File: config.mk
export PLATFORM = sky130hd
export DESIGN_NAME = boot_mode_select_loader
export DESIGN_NICKNAME = d
export VERILOG_FILES = /design/src/pkg/boot_loader_pkg.sv /design/src/boot_mode_select_loader.sv
export SDC_FILE = /design/constraint.sdc
export NUM_CORES = 1
export LEC_CHECK = 0
export ABC_CLOCK_PERIOD_IN_PS = 3700
export BUFFER_PORTS_ARGS = -buffer_cell sky130_fd_sc_hd__buf_2
export CAP_MARGIN = 10
export CORE_MARGIN = 1.5
export CORE_UTILIZATION = 46
export CTS_CLUSTER_SIZE = 10
export DETAILED_ROUTE_END_ITERATION = 6
export GPL_ROUTABILITY_DRIVEN = 0
export PLACE_DENSITY = 0.78
export SYNTH_ARGS = -nofsm -noshare
export SYNTH_HDL_FRONTEND = slang
export SYNTH_SLANG_ARGS = --single-unit
File: constraint.sdc
create_clock -name clk -period 3.7 [get_ports clk]
set_input_delay 0.185 -clock clk [delete_from_list [all_inputs] [get_ports clk]]
set_output_delay 0.185 -clock clk [all_outputs]
set_load 0.03 [all_outputs]
File: src/pkg/boot_loader_pkg.sv
// shared constants and types for the boot mode select loader
package boot_loader_pkg;

	// ======================================================
	// kernel transfer
	localparam int          KERNEL_WORDS  = 256;
	localparam int          WORD_W        = 48;
	localparam int          IADDR_W       = 20;
	localparam int          EADDR_W       = 24;
	localparam logic [5:0]  UNIT_EPROM    = 6'h08;
	localparam logic [5:0]  UNIT_HOST8    = 6'h08;
	localparam logic [5:0]  UNIT_HOST16   = 6'h10;
	localparam logic [5:0]  UNIT_LINK     = 6'h04;
	localparam logic [5:0]  WORD_BITS     = 6'h30;

	// ======================================================
	// variants and channels
	localparam logic [1:0]  VAR_SMALL     = 2'h0;
	localparam logic [1:0]  VAR_LARGE     = 2'h1;
	localparam logic [1:0]  VAR_ONE_SEL   = 2'h2;
	localparam logic [3:0]  CH_SIX        = 4'h6;
	localparam logic [3:0]  CH_EIGHT      = 4'h8;
	localparam logic [3:0]  CH_TEN        = 4'ha;
	localparam logic [2:0]  LINK_BUFFER   = 3'h4;

	// ======================================================
	// software registers
	localparam logic [7:0]  REG_CTRL      = 8'h00;
	localparam logic [7:0]  REG_STATUS    = 8'h04;
	localparam logic [7:0]  REG_COUNT     = 8'h08;
	localparam int          CTRL_OVERRIDE = 0;
	localparam int          CTRL_TRISTATE = 1;
	localparam int          CTRL_HOST16   = 2;
	localparam logic [2:0]  CTRL_RESET    = 3'h1;

	typedef enum logic [2:0] {
		MODE_NONE,
		MODE_EPROM,
		MODE_HOST,
		MODE_LINK,
		MODE_RESERVED
	} mode_t;

	typedef enum logic [2:0] {
		S_SAMPLE,
		S_START,
		S_FETCH,
		S_WAIT,
		S_COLLECT,
		S_RUN,
		S_DONE,
		S_HALT
	} state_t;

endpackage

File: src/boot_mode_select_loader.sv
// boot strap decode, kernel word assembly and boot dma sequencing
//
// Behaviour
// - after reset, set up boot dma for 256 kernel words of 48 bits
// - assemble incoming boot data into 48-bit words before writing memory
// - small variants use channel 6; large uses 8 for link, 10 otherwise
// - eprom boot fetches bytes from external eprom via external port
// - host boot accepts 8-bit or 16-bit host data on external port
// - link boot takes nibbles into link buffer 4
// - after kernel load, execution starts at the variant start address
// - eprom strap high, link strap low: eprom boot, select pin becomes eprom chip select
// - eprom strap low, select high: link strap high picks link, low picks host
// - both straps and select low: no boot; other combos reserved
// - only the current bus master drives the select output
// - select output can be floated in eprom boot mode
// - single-select variant: select strap high starts byte eprom boot
// - single-select variant: strap low, select input picks host or none
// - single-select no-boot runs from external address 0x20004
// - single-select host boot defaults to byte-wide host bus
// - eprom bytes pack low byte first until 256 words are loaded
// - clearing override bit releases select pin, enables normal selects
//
// Chosen here: the strobed register port and the address map.
`timescale 1ns/1ps

module boot_mode_select_loader
	import boot_loader_pkg::*;
#(
	parameter logic [1:0]         VARIANT     = VAR_SMALL,
	parameter logic [IADDR_W-1:0] START_ADDR  = 20'h20000,
	parameter logic [IADDR_W-1:0] NOBOOT_ADDR = 20'h20004,
	parameter logic [EADDR_W-1:0] EPROM_BASE  = 24'h400000
) (
	input  wire logic               clk,
	input  wire logic               arst_n,
	input  wire logic               eprom_boot_strap,
	input  wire logic               link_boot_strap,
	input  wire logic               eprom_select_strap,
	input  wire logic               bootMemorySelectIn_n,
	output logic                    bootMemorySelectOut_n,
	output logic                    bootMemorySelectOe_n,
	input  wire logic               busMaster,
	output logic                    extSelectEnable,
	output logic                    epromReq,
	output logic [EADDR_W-1:0]      epromAddr,
	input  wire logic               extValid,
	input  wire logic [15:0]        extData,
	input  wire logic               linkValid,
	input  wire logic [3:0]         linkData,
	output logic                    memWrite,
	output logic [IADDR_W-1:0]      memAddr,
	output logic [WORD_W-1:0]       memData,
	output logic [3:0]              dmaChannel,
	output logic                    runStart,
	output logic [IADDR_W-1:0]      runAddr,
	output logic                    bootDone,
	input  wire logic [7:0]         regAddr,
	input  wire logic [31:0]        regWrData,
	input  wire logic               regWr,
	input  wire logic               regRd,
	output logic [31:0]             regRdData
);

	// ======================================================
	// functions
	function automatic mode_t decodeMode(input logic eb, input logic lb,
			input logic sel, input logic bmsHigh);
		mode_t m;
		m = MODE_RESERVED;
		if (VARIANT == VAR_ONE_SEL) begin
			if (sel)
				m = MODE_EPROM;
			else if (bmsHigh)
				m = MODE_HOST;
			else
				m = MODE_NONE;
		end else if (eb && !lb) begin
			m = MODE_EPROM;
		end else if (!eb && lb && bmsHigh) begin
			m = MODE_LINK;
		end else if (!eb && !lb && bmsHigh) begin
			m = MODE_HOST;
		end else if (!eb && !lb && !bmsHigh) begin
			m = MODE_NONE;
		end
		return m;
	endfunction

	function automatic logic [3:0] channelFor(input mode_t m);
		logic [3:0] c;
		c = 4'h0;
		if (m == MODE_EPROM || m == MODE_HOST || m == MODE_LINK) begin
			if (VARIANT != VAR_LARGE)
				c = CH_SIX;
			else if (m == MODE_LINK)
				c = CH_EIGHT;
			else
				c = CH_TEN;
		end
		return c;
	endfunction

	function automatic logic [WORD_W-1:0] placeUnit(
			input logic [WORD_W-1:0] w, input logic [15:0] u,
			input logic [5:0] p, input logic [5:0] width);
		logic [16:0] m;
		m = (17'h1 << width) - 17'h1;
		return w | (WORD_W'(u & m[15:0]) << p);
	endfunction

	// ======================================================
	// state
	state_t             state_q;
	mode_t              mode_q;
	logic [2:0]         ctrl_q;
	logic [WORD_W-1:0]  word_q;
	logic [5:0]         ptr_q;
	logic [8:0]         count_q;
	logic               take;
	logic [15:0]        unitData;
	logic [5:0]         unitWidth;
	logic               wordEnd;
	logic               lastWord;
	logic               epromActive;

	assign epromActive = (mode_q == MODE_EPROM) && ctrl_q[CTRL_OVERRIDE];

	// ======================================================
	// unit selection
	always_comb begin
		take = 1'b0;
		unitData = extData;
		unitWidth = UNIT_EPROM;
		if (state_q == S_WAIT) begin
			take = extValid;
			unitData = {8'h00, extData[7:0]};
		end else if (state_q == S_COLLECT && mode_q == MODE_HOST) begin
			take = extValid;
			unitWidth = ctrl_q[CTRL_HOST16] ? UNIT_HOST16 : UNIT_HOST8;
		end else if (state_q == S_COLLECT && mode_q == MODE_LINK) begin
			take = linkValid;
			unitData = {12'h000, linkData};
			unitWidth = UNIT_LINK;
		end
		wordEnd = (ptr_q + unitWidth) >= WORD_BITS;
		lastWord = wordEnd && (count_q == 9'(KERNEL_WORDS - 1));
	end

	// ======================================================
	// boot sequence
	always_ff @(posedge clk or negedge arst_n) begin
		if (!arst_n) begin
			state_q <= S_SAMPLE;
			mode_q <= MODE_NONE;
			epromReq <= 1'b0;
			epromAddr <= '0;
			runStart <= 1'b0;
			runAddr <= '0;
			bootDone <= 1'b0;
			dmaChannel <= 4'h0;
		end else begin
			epromReq <= 1'b0;
			runStart <= 1'b0;
			case (state_q)
				S_SAMPLE: begin
					mode_q <= decodeMode(eprom_boot_strap, link_boot_strap,
						eprom_select_strap, bootMemorySelectIn_n);
					epromAddr <= EPROM_BASE;
					state_q <= S_START;
				end
				S_START: begin
					dmaChannel <= channelFor(mode_q);
					case (mode_q)
						MODE_EPROM: state_q <= S_FETCH;
						MODE_HOST: state_q <= S_COLLECT;
						MODE_LINK: state_q <= S_COLLECT;
						MODE_NONE: state_q <= S_RUN;
						default: state_q <= S_HALT;
					endcase
				end
				S_FETCH: begin
					epromReq <= 1'b1;
					state_q <= S_WAIT;
				end
				S_WAIT: begin
					if (take) begin
						epromAddr <= epromAddr + 24'h1;
						state_q <= lastWord ? S_RUN : S_FETCH;
					end
				end
				S_COLLECT: begin
					if (take && lastWord)
						state_q <= S_RUN;
				end
				S_RUN: begin
					runStart <= 1'b1;
					bootDone <= 1'b1;
					if (mode_q == MODE_NONE)
						runAddr <= NOBOOT_ADDR;
					else
						runAddr <= START_ADDR;
					state_q <= S_DONE;
				end
				S_DONE: state_q <= S_DONE;
				default: state_q <= S_HALT;
			endcase
		end
	end

	// ======================================================
	// word assembly
	always_ff @(posedge clk or negedge arst_n) begin
		if (!arst_n) begin
			word_q <= '0;
			ptr_q <= 6'h00;
			count_q <= 9'h000;
			memWrite <= 1'b0;
			memAddr <= '0;
			memData <= '0;
		end else begin
			memWrite <= 1'b0;
			if (take) begin
				if (wordEnd) begin
					memData <= placeUnit(word_q, unitData, ptr_q,
						unitWidth);
					memAddr <= START_ADDR + IADDR_W'(count_q);
					memWrite <= 1'b1;
					count_q <= count_q + 9'h001;
					word_q <= '0;
					ptr_q <= 6'h00;
				end else begin
					word_q <= placeUnit(word_q, unitData, ptr_q,
						unitWidth);
					ptr_q <= ptr_q + unitWidth;
				end
			end
		end
	end

	// ======================================================
	// select pin and memory selects
	always_ff @(posedge clk or negedge arst_n) begin
		if (!arst_n) begin
			bootMemorySelectOut_n <= 1'b1;
			bootMemorySelectOe_n <= 1'b1;
			extSelectEnable <= 1'b0;
		end else begin
			bootMemorySelectOut_n <= !(epromActive &&
				(state_q == S_FETCH || state_q == S_WAIT));
			bootMemorySelectOe_n <= !(epromActive && busMaster &&
				!ctrl_q[CTRL_TRISTATE]);
			extSelectEnable <= state_q != S_SAMPLE && !epromActive;
		end
	end

	// ======================================================
	// register port
	always_ff @(posedge clk or negedge arst_n) begin
		if (!arst_n) begin
			ctrl_q <= CTRL_RESET;
		end else if (regWr && regAddr == REG_CTRL) begin
			ctrl_q <= regWrData[2:0];
		end
	end

	always_ff @(posedge clk or negedge arst_n) begin
		if (!arst_n) begin
			regRdData <= 32'h0;
		end else if (regRd && regAddr == REG_CTRL) begin
			regRdData <= {29'h0, ctrl_q};
		end else if (regRd && regAddr == REG_STATUS) begin
			regRdData <= {20'h0, LINK_BUFFER, dmaChannel,
				state_q == S_HALT, bootDone, mode_q};
		end else if (regRd && regAddr == REG_COUNT) begin
			regRdData <= {23'h0, count_q};
		end else begin
			regRdData <= 32'h0;
		end
	end
endmodule

**Word level (Yosys, flattened, before mapping)**

Index checks and enable logic that the tools add are counted.

- Bits in registers: 227
- Input port bits: 71
- Output and inout port bits: 155
- Logic and storage cells: 115

- Add/sub/neg operators: 5
- Magnitude comparators: 1
- Equal/unequal tests: 15
- Shifts and indexed selects: 2
- Muxes and demuxes: 32
- Bitwise gates (word level): 2
- Reduce and logical (&&, ||, !) cells: 39

Operators by type and width:

| operator | number |
|---|---|
| $mux W16 | 3 |
| $mux W48 | 1 |
| $or A48 B48 Y48 | 1 |
| $pmux W24 S2 | 1 |
| $shl A16 B6 Y48 | 1 |
| $mux W3 | 9 |
| $add A24 B1 Y24 const B | 1 |
| $mux W12 | 2 |
| $mux W24 | 1 |
| $add A18 B9 Y19 const A | 1 |
| $logic_and A1 B1 Y1 | 19 |
| $pmux W3 S6 | 1 |
| $and A16 B16 Y16 | 1 |
| $shl A1 B6 Y16 const A | 1 |
| $sub A16 B1 Y16 const B | 1 |
| $eq A3 B2 Y1 const B | 4 |
| $eq A3 B3 Y1 const B | 4 |
| $mux W6 | 2 |
| $mux W5 | 2 |
| $add A9 B1 Y9 const B | 1 |
| $eq A9 B8 Y1 const B | 1 |
| $mux W9 | 1 |
| $pmux W3 S3 | 1 |
| $eq A8 B3 Y1 const B | 1 |
| 16 further kinds | 35 |

**Longest topological paths before layout**

- Depth in word-level cells: 11
- Depth in mapped cells: 16
- Gate-level depth less buffers: 12

**Least setup slack after synthesis**

No wires, ideal clock.

- Path type: register to register
- Start point: register mode_q[1]
- End point: register memData[14]
- Library setup time: 0.125 ns
- Data arrival time: 2.910 ns
- Required time: 3.575 ns
- Path slack: 0.666 ns
- Stages on the path, launching flop included: 15
- Buffers on the path: 3
- Clock period less this slack: 3.034 ns
- Cell sequence: dfrtp_1 -> buf_4 -> and4bb_1 -> buf_4 -> nand2_2 -> inv_2 -> nor2_1 -> inv_1 -> fa_1 -> xor2_1 -> a211o_1 -> a22o_2 -> inv_2 -> buf_4 -> mux2_2

- Cells in the longest elaborated chain, start to end: 10
- Elaborated cells between the ends (all ways): 21
- Classes of those cells: add/sub: 2; order compare: 1; eq/ne: 2; shift: 2; mux: 9; bitwise: 2; reduce/logical: 3

Ends and longest elaborated chain:

| element | RTL line | RTL |
|---|---|---|
| start: declaration | boot_mode_select_loader.sv:114 | `mode_t mode_q;` |
| start signal: assignment | boot_mode_select_loader.sv:166 | `mode_q <= decodeMode(eprom_boot_strap, link_boot_strap,` |
| $eq A3 B2 Y1 | boot_mode_select_loader.sv:140 | `end else if (state_q == S_COLLECT && mode_q == MODE_LINK) begin` |
| $logic_and A1 B1 Y1 | boot_mode_select_loader.sv:140 |  |
| $mux W4 | boot_mode_select_loader.sv:140 |  |
| $mux W5 | boot_mode_select_loader.sv:137 | `end else if (state_q == S_COLLECT && mode_q == MODE_HOST) begin` |
| $mux W6 | boot_mode_select_loader.sv:134 | `if (state_q == S_WAIT) begin` |
| $shl A1 B6 Y16 | boot_mode_select_loader.sv:107 | `m = (17'h1 << width) - 17'h1;` |
| $sub A16 B1 Y16 | boot_mode_select_loader.sv:107 |  |
| $and A16 B16 Y16 | boot_mode_select_loader.sv:108 | `return w \| (WORD_W'(u & m[15:0]) << p);` |
| $shl A16 B6 Y48 | boot_mode_select_loader.sv:108 |  |
| $or A48 B48 Y48 | boot_mode_select_loader.sv:108 |  |
| end signal: assignment | boot_mode_select_loader.sv:224 | `memData <= placeUnit(word_q, unitData, ptr_q,` |
| end: declaration | boot_mode_select_loader.sv:52 | `output logic [WORD_W-1:0] memData,` |

Parallel ways exist; a longest one is shown, timed or not.
A chain may end at the register's enable or synchronous reset.

**Worst setup path in the final report**

- Start point: register state_q[0]
- End point: register word_q[29]

- Cells in the longest elaborated chain, start to end: 11
- Elaborated cells between the ends (all ways): 21
- Classes of those cells: add/sub: 2; order compare: 1; eq/ne: 2; shift: 2; mux: 10; bitwise: 2; reduce/logical: 2

Ends and longest elaborated chain:

| element | RTL line | RTL |
|---|---|---|
| start: declaration | boot_mode_select_loader.sv:113 | `state_t state_q;` |
| start signal: assignment | boot_mode_select_loader.sv:188 | `state_q <= lastWord ? S_RUN : S_FETCH;` |
| $eq A3 B3 Y1 | boot_mode_select_loader.sv:137, boot_mode_select_loader.sv:140 |  |
| $logic_and A1 B1 Y1 | boot_mode_select_loader.sv:140 |  |
| $mux W4 | boot_mode_select_loader.sv:140 |  |
| $mux W5 | boot_mode_select_loader.sv:137 |  |
| $mux W6 | boot_mode_select_loader.sv:134 |  |
| $shl A1 B6 Y16 | boot_mode_select_loader.sv:107 |  |
| $sub A16 B1 Y16 | boot_mode_select_loader.sv:107 |  |
| $and A16 B16 Y16 | boot_mode_select_loader.sv:108 |  |
| $shl A16 B6 Y48 | boot_mode_select_loader.sv:108 |  |
| $or A48 B48 Y48 | boot_mode_select_loader.sv:108 |  |
| $mux W48 | boot_mode_select_loader.sv:223 | `if (wordEnd) begin` |
| end signal: assignment | boot_mode_select_loader.sv:232 | `word_q <= placeUnit(word_q, unitData, ptr_q,` |
| end: declaration | boot_mode_select_loader.sv:116 | `logic [WORD_W-1:0] word_q;` |

Parallel ways exist; a longest one is shown, timed or not.

==> impl_results.md <==
- Starting density of the core: 47.07%
- First-pass GRT wire length: 35790 µm
- Hold Crit Class: primary input to flop
- Final Power: 4.048 mW
- Post-CTS Repair Setup Buffers: 0
- H-tree depth: 4
- Die height: 141.6 µm
- Worst R2R End: word_q[29]
- Avg Cell Area, Syn: 9.870 µm²
- DRT antenna net count: 0
- GRT overflow: 0
- Main flop type after synthesis: dfrtp_1
- Setup crit end kind: flop
- Via total after detailed routing: 7163
- Sw Ratio: 22.66%
- Required time worst endpoint: 4.05 ns
- Sink Count: 171
- Int Pwr: 3.131 mW
- Max Fclk: 0.2926 GHz
- Gate Count Post-Synth: 895
- Remaining DRCs: 0
- Synthesized cell area: 0.008833 mm²
- Largest net degree at the start of global routing: 113
- CTS tree: done
- Synth-to-Final Area Change: 16.35%
- Initial antenna violation count: 3
- First-pass DRT Iterations: 5
- # rows: 50
- Final slew viol count: 0
- Count of different cell masters after synthesis: 76
- GRT Util Overall: 22.78%
- Critical Path Start: state_q[0]
- Critical path arrival: 3.77 ns
- Total negative slack: 0 ns
- Startpoint Class: flop
- Via density: 5.583
- Hpwl dp: 15380 µm
- Synth warnings: 0
- Sequential area share after synthesis: 48.48%
- Placeable Area: 0.01877 mm²
- Commonest non-fill, non-tap cell in the layout: dfrtp_1
- Seq pwr share: 46.3%
- Switching power: 0.9170 mW
- DIE AREA: 0.02004 mm²
- Ys async rst share: 100.0%
- CTS buffer count: 17
- Most frequent cells in the layout: dfrtp_1 (168), buf_2 (142), nand2_1 (112)
- Final period utilization: 92.37%
- Leakage power: 5.100 nW
- Initial DRC Count: 535
- Clock Skews: 0.01105 ns
- Fillers: 1670
- Nets: 1111
- Clock Latency Late Sink: 0.44 ns
- Crit path kind: flop to flop
- Pwr dens: 393.8 mW/mm²
- Share of post-route cells with drive strength above 1: 23.04%
- Setup violators final: 0
- Clock Path Buffers: 2
- Worst slew pin tran: 0.8891 ns
- R2r setup slk: 0.28 ns
- IO Port Bufs: 143
- Max_cap viols: 0
- Fin. Hold Viols: 0
- Combinational Power Share: 4.9%
- CTS Root Buffer Type: clkbuf_16
- Worst VDD drop: 0.3213 mV
- Worst R2R Path Depth: 12
- Outcome: finished, final reports clean
- Die width: 141.6 µm
- Clk network pwr share: 48.8%
- Critical Path Sink: word_q[29]
- Vias in the first global route: 6791
- Total wire length: 22120 µm
- Slew margin rel.: 40.18%
- Post-synth EDFFs: 0
- Clock period minus final worst setup slack: 3.418 ns
- Clock-pin slew on the worst setup and hold paths: 0.06 ns
- Crit Path Max Fanout: 112
- Yosys reg bits: 171
- Ports: 226
- Routed length per instance: 17.24 µm
- Worst r2r src: state_q[0]
- RSZ-0062 raised after global routing: no
-- power groups by stage --
stage	logic [mW]	registers, mW	clock network, mW
finish	0.200	1.87	1.98
global route	0.219	1.87	2.09
CTS	0.200	1.87	2.01
detailed placement	0.195	1.91	0
global placement	0.193	1.91	0
floorplan	0.146	1.91	0
-- cells by family after synthesis --
| family | share of synthesized area, % |
|---|---|
| AO/OA/AOI/OAI | 16.52 |
| XOR/XNOR | 2.776 |
| adder cells (fa/ha/maj) | 1.076 |
| buffers and inverters | 8.045 |
| flip-flops | 48.48 |
| multiplexers | 5.510 |
| other | 0.04245 |
| AND/OR/NAND/NOR | 17.55 |
-- state kept, by name (all words and copies together) (netlist names), 3 cells and up --
signal and count:
regRdData 10, state_q 3, memData 48, memAddr 10, ctrl_q 3, count_q 9
ptr_q 4, mode_q 3, epromAddr 24, word_q 48
-- cell usage after synthesis, types with 7 or more instances --
library cell | instances | share of area, %
a211oi_1 | 13 | 1.1
a21oi_1 | 33 | 1.9
a22oi_1 | 8 | 0.68
a311o_1 | 12 | 1.4
a31oi_1 | 10 | 0.71
and2_1 | 7 | 0.50
and3_1 | 7 | 0.50
buf_2 | 14 | 0.79
buf_4 | 59 | 5.0
clkbuf_1 | 20 | 0.85
dfrtp_1 | 168 | 48
inv_1 | 12 | 0.51
mux2_1 | 8 | 1.0
mux2_2 | 21 | 2.7
mux2i_1 | 16 | 1.8
nand2_1 | 112 | 4.8
nand2b_1 | 10 | 0.71
nand3_1 | 14 | 0.79
nand4_1 | 14 | 0.99
nor2_1 | 79 | 3.4
nor2b_1 | 14 | 0.99
nor3_1 | 26 | 1.5
o211a_1 | 8 | 0.91
o21ai_0 | 26 | 1.5
o21ai_1 | 39 | 2.2
o221ai_1 | 8 | 0.79
o41ai_1 | 9 | 0.89
xnor2_1 | 19 | 1.9
xor2_1 | 9 | 0.89
-- cell type report --
| cell class | instances | area [µm²] | area share (%) |
|---|---|---|---|
| repair buffers | 169 | 948.4 | 9.228 |
| well taps | 234 | 292.8 | 2.849 |
| inverters | 16 | 62.56 | 0.6087 |
| clock inverters | 11 | 193.9 | 1.887 |
| clock buffers | 21 | 450.4 | 4.383 |
| multi-input cells | 658 | 4039 | 39.30 |
| flip-flops and latches | 171 | 4283 | 41.67 |
| diodes | 3 | 7.507 | 0.07305 |
-- through the flow --
stage | worst slack, ns | hold WS, ns | utilization (%) | area [µm²] | cells
CTS | 0.03535 | 0.06612 | 54.70 | 10270 | 1280
finish | 0.2822 | 0.08357 | 54.76 | 10280 | 1283
global route | 0.03319 | 0.09390 | 54.72 | 10270 | 1280
floorplan | 0.6656 | -0.1106 | - | 9025 | 946
detailed placement | 0.04428 | 0.2900 | 50.95 | 9562 | 1242
global placement | 0.1495 | 0.2955 | 50.95 | 9562 | 1242
-- repair_timing --
action | CTS | global route
hold endpoints to repair | 82 | 0
resized for setup | 0 | 1
hold buffers | 6 | 0
setup endpoints to repair | 0 | 41
-- how the worst min path moves through the flow --
| stage | slack (ns) | endpoint | start | depth (start not counted) |
|---|---|---|---|---|
| floorplan | -0.11 | bootDone | arst_n | 0 |
| global placement | 0.30 | epromAddr[15] | arst_n | 1 |
| detailed placement | 0.29 | epromAddr[14] | arst_n | 1 |
| CTS | 0.07 | regRdData[11] | regAddr[1] | 3 |
| global route | 0.09 | regRdData[11] | regAddr[0] | 3 |
| finish | 0.08 | regRdData[11] | regAddr[1] | 3 |
-- worst max-delay path, cell delays in order, from the launching register on --
cell and delay [ns]:
dfrtp_1 0.37, and4bb_1 0.43, nand2_8 0.14, inv_4 0.15, ha_1 0.19, inv_1 0.05, fa_1 0.41, xor2_1 0.21
a211o_1 0.16, a22o_4 0.13, buf_6 0.53, nand3_1 0.28, o21ai_1 0.20
-- per-layer routing --
layer / vias up / track usage (%) / wire, µm
met5: - / 0 / 13
met4: 2 / 9.767 / 646
met3: 50 / 5.299 / 1489
met2: 276 / 34.51 / 10190
met1: 3460 / 31.43 / 9782
li1: 3375 / - / -
(Power assumes the default switching activity.)
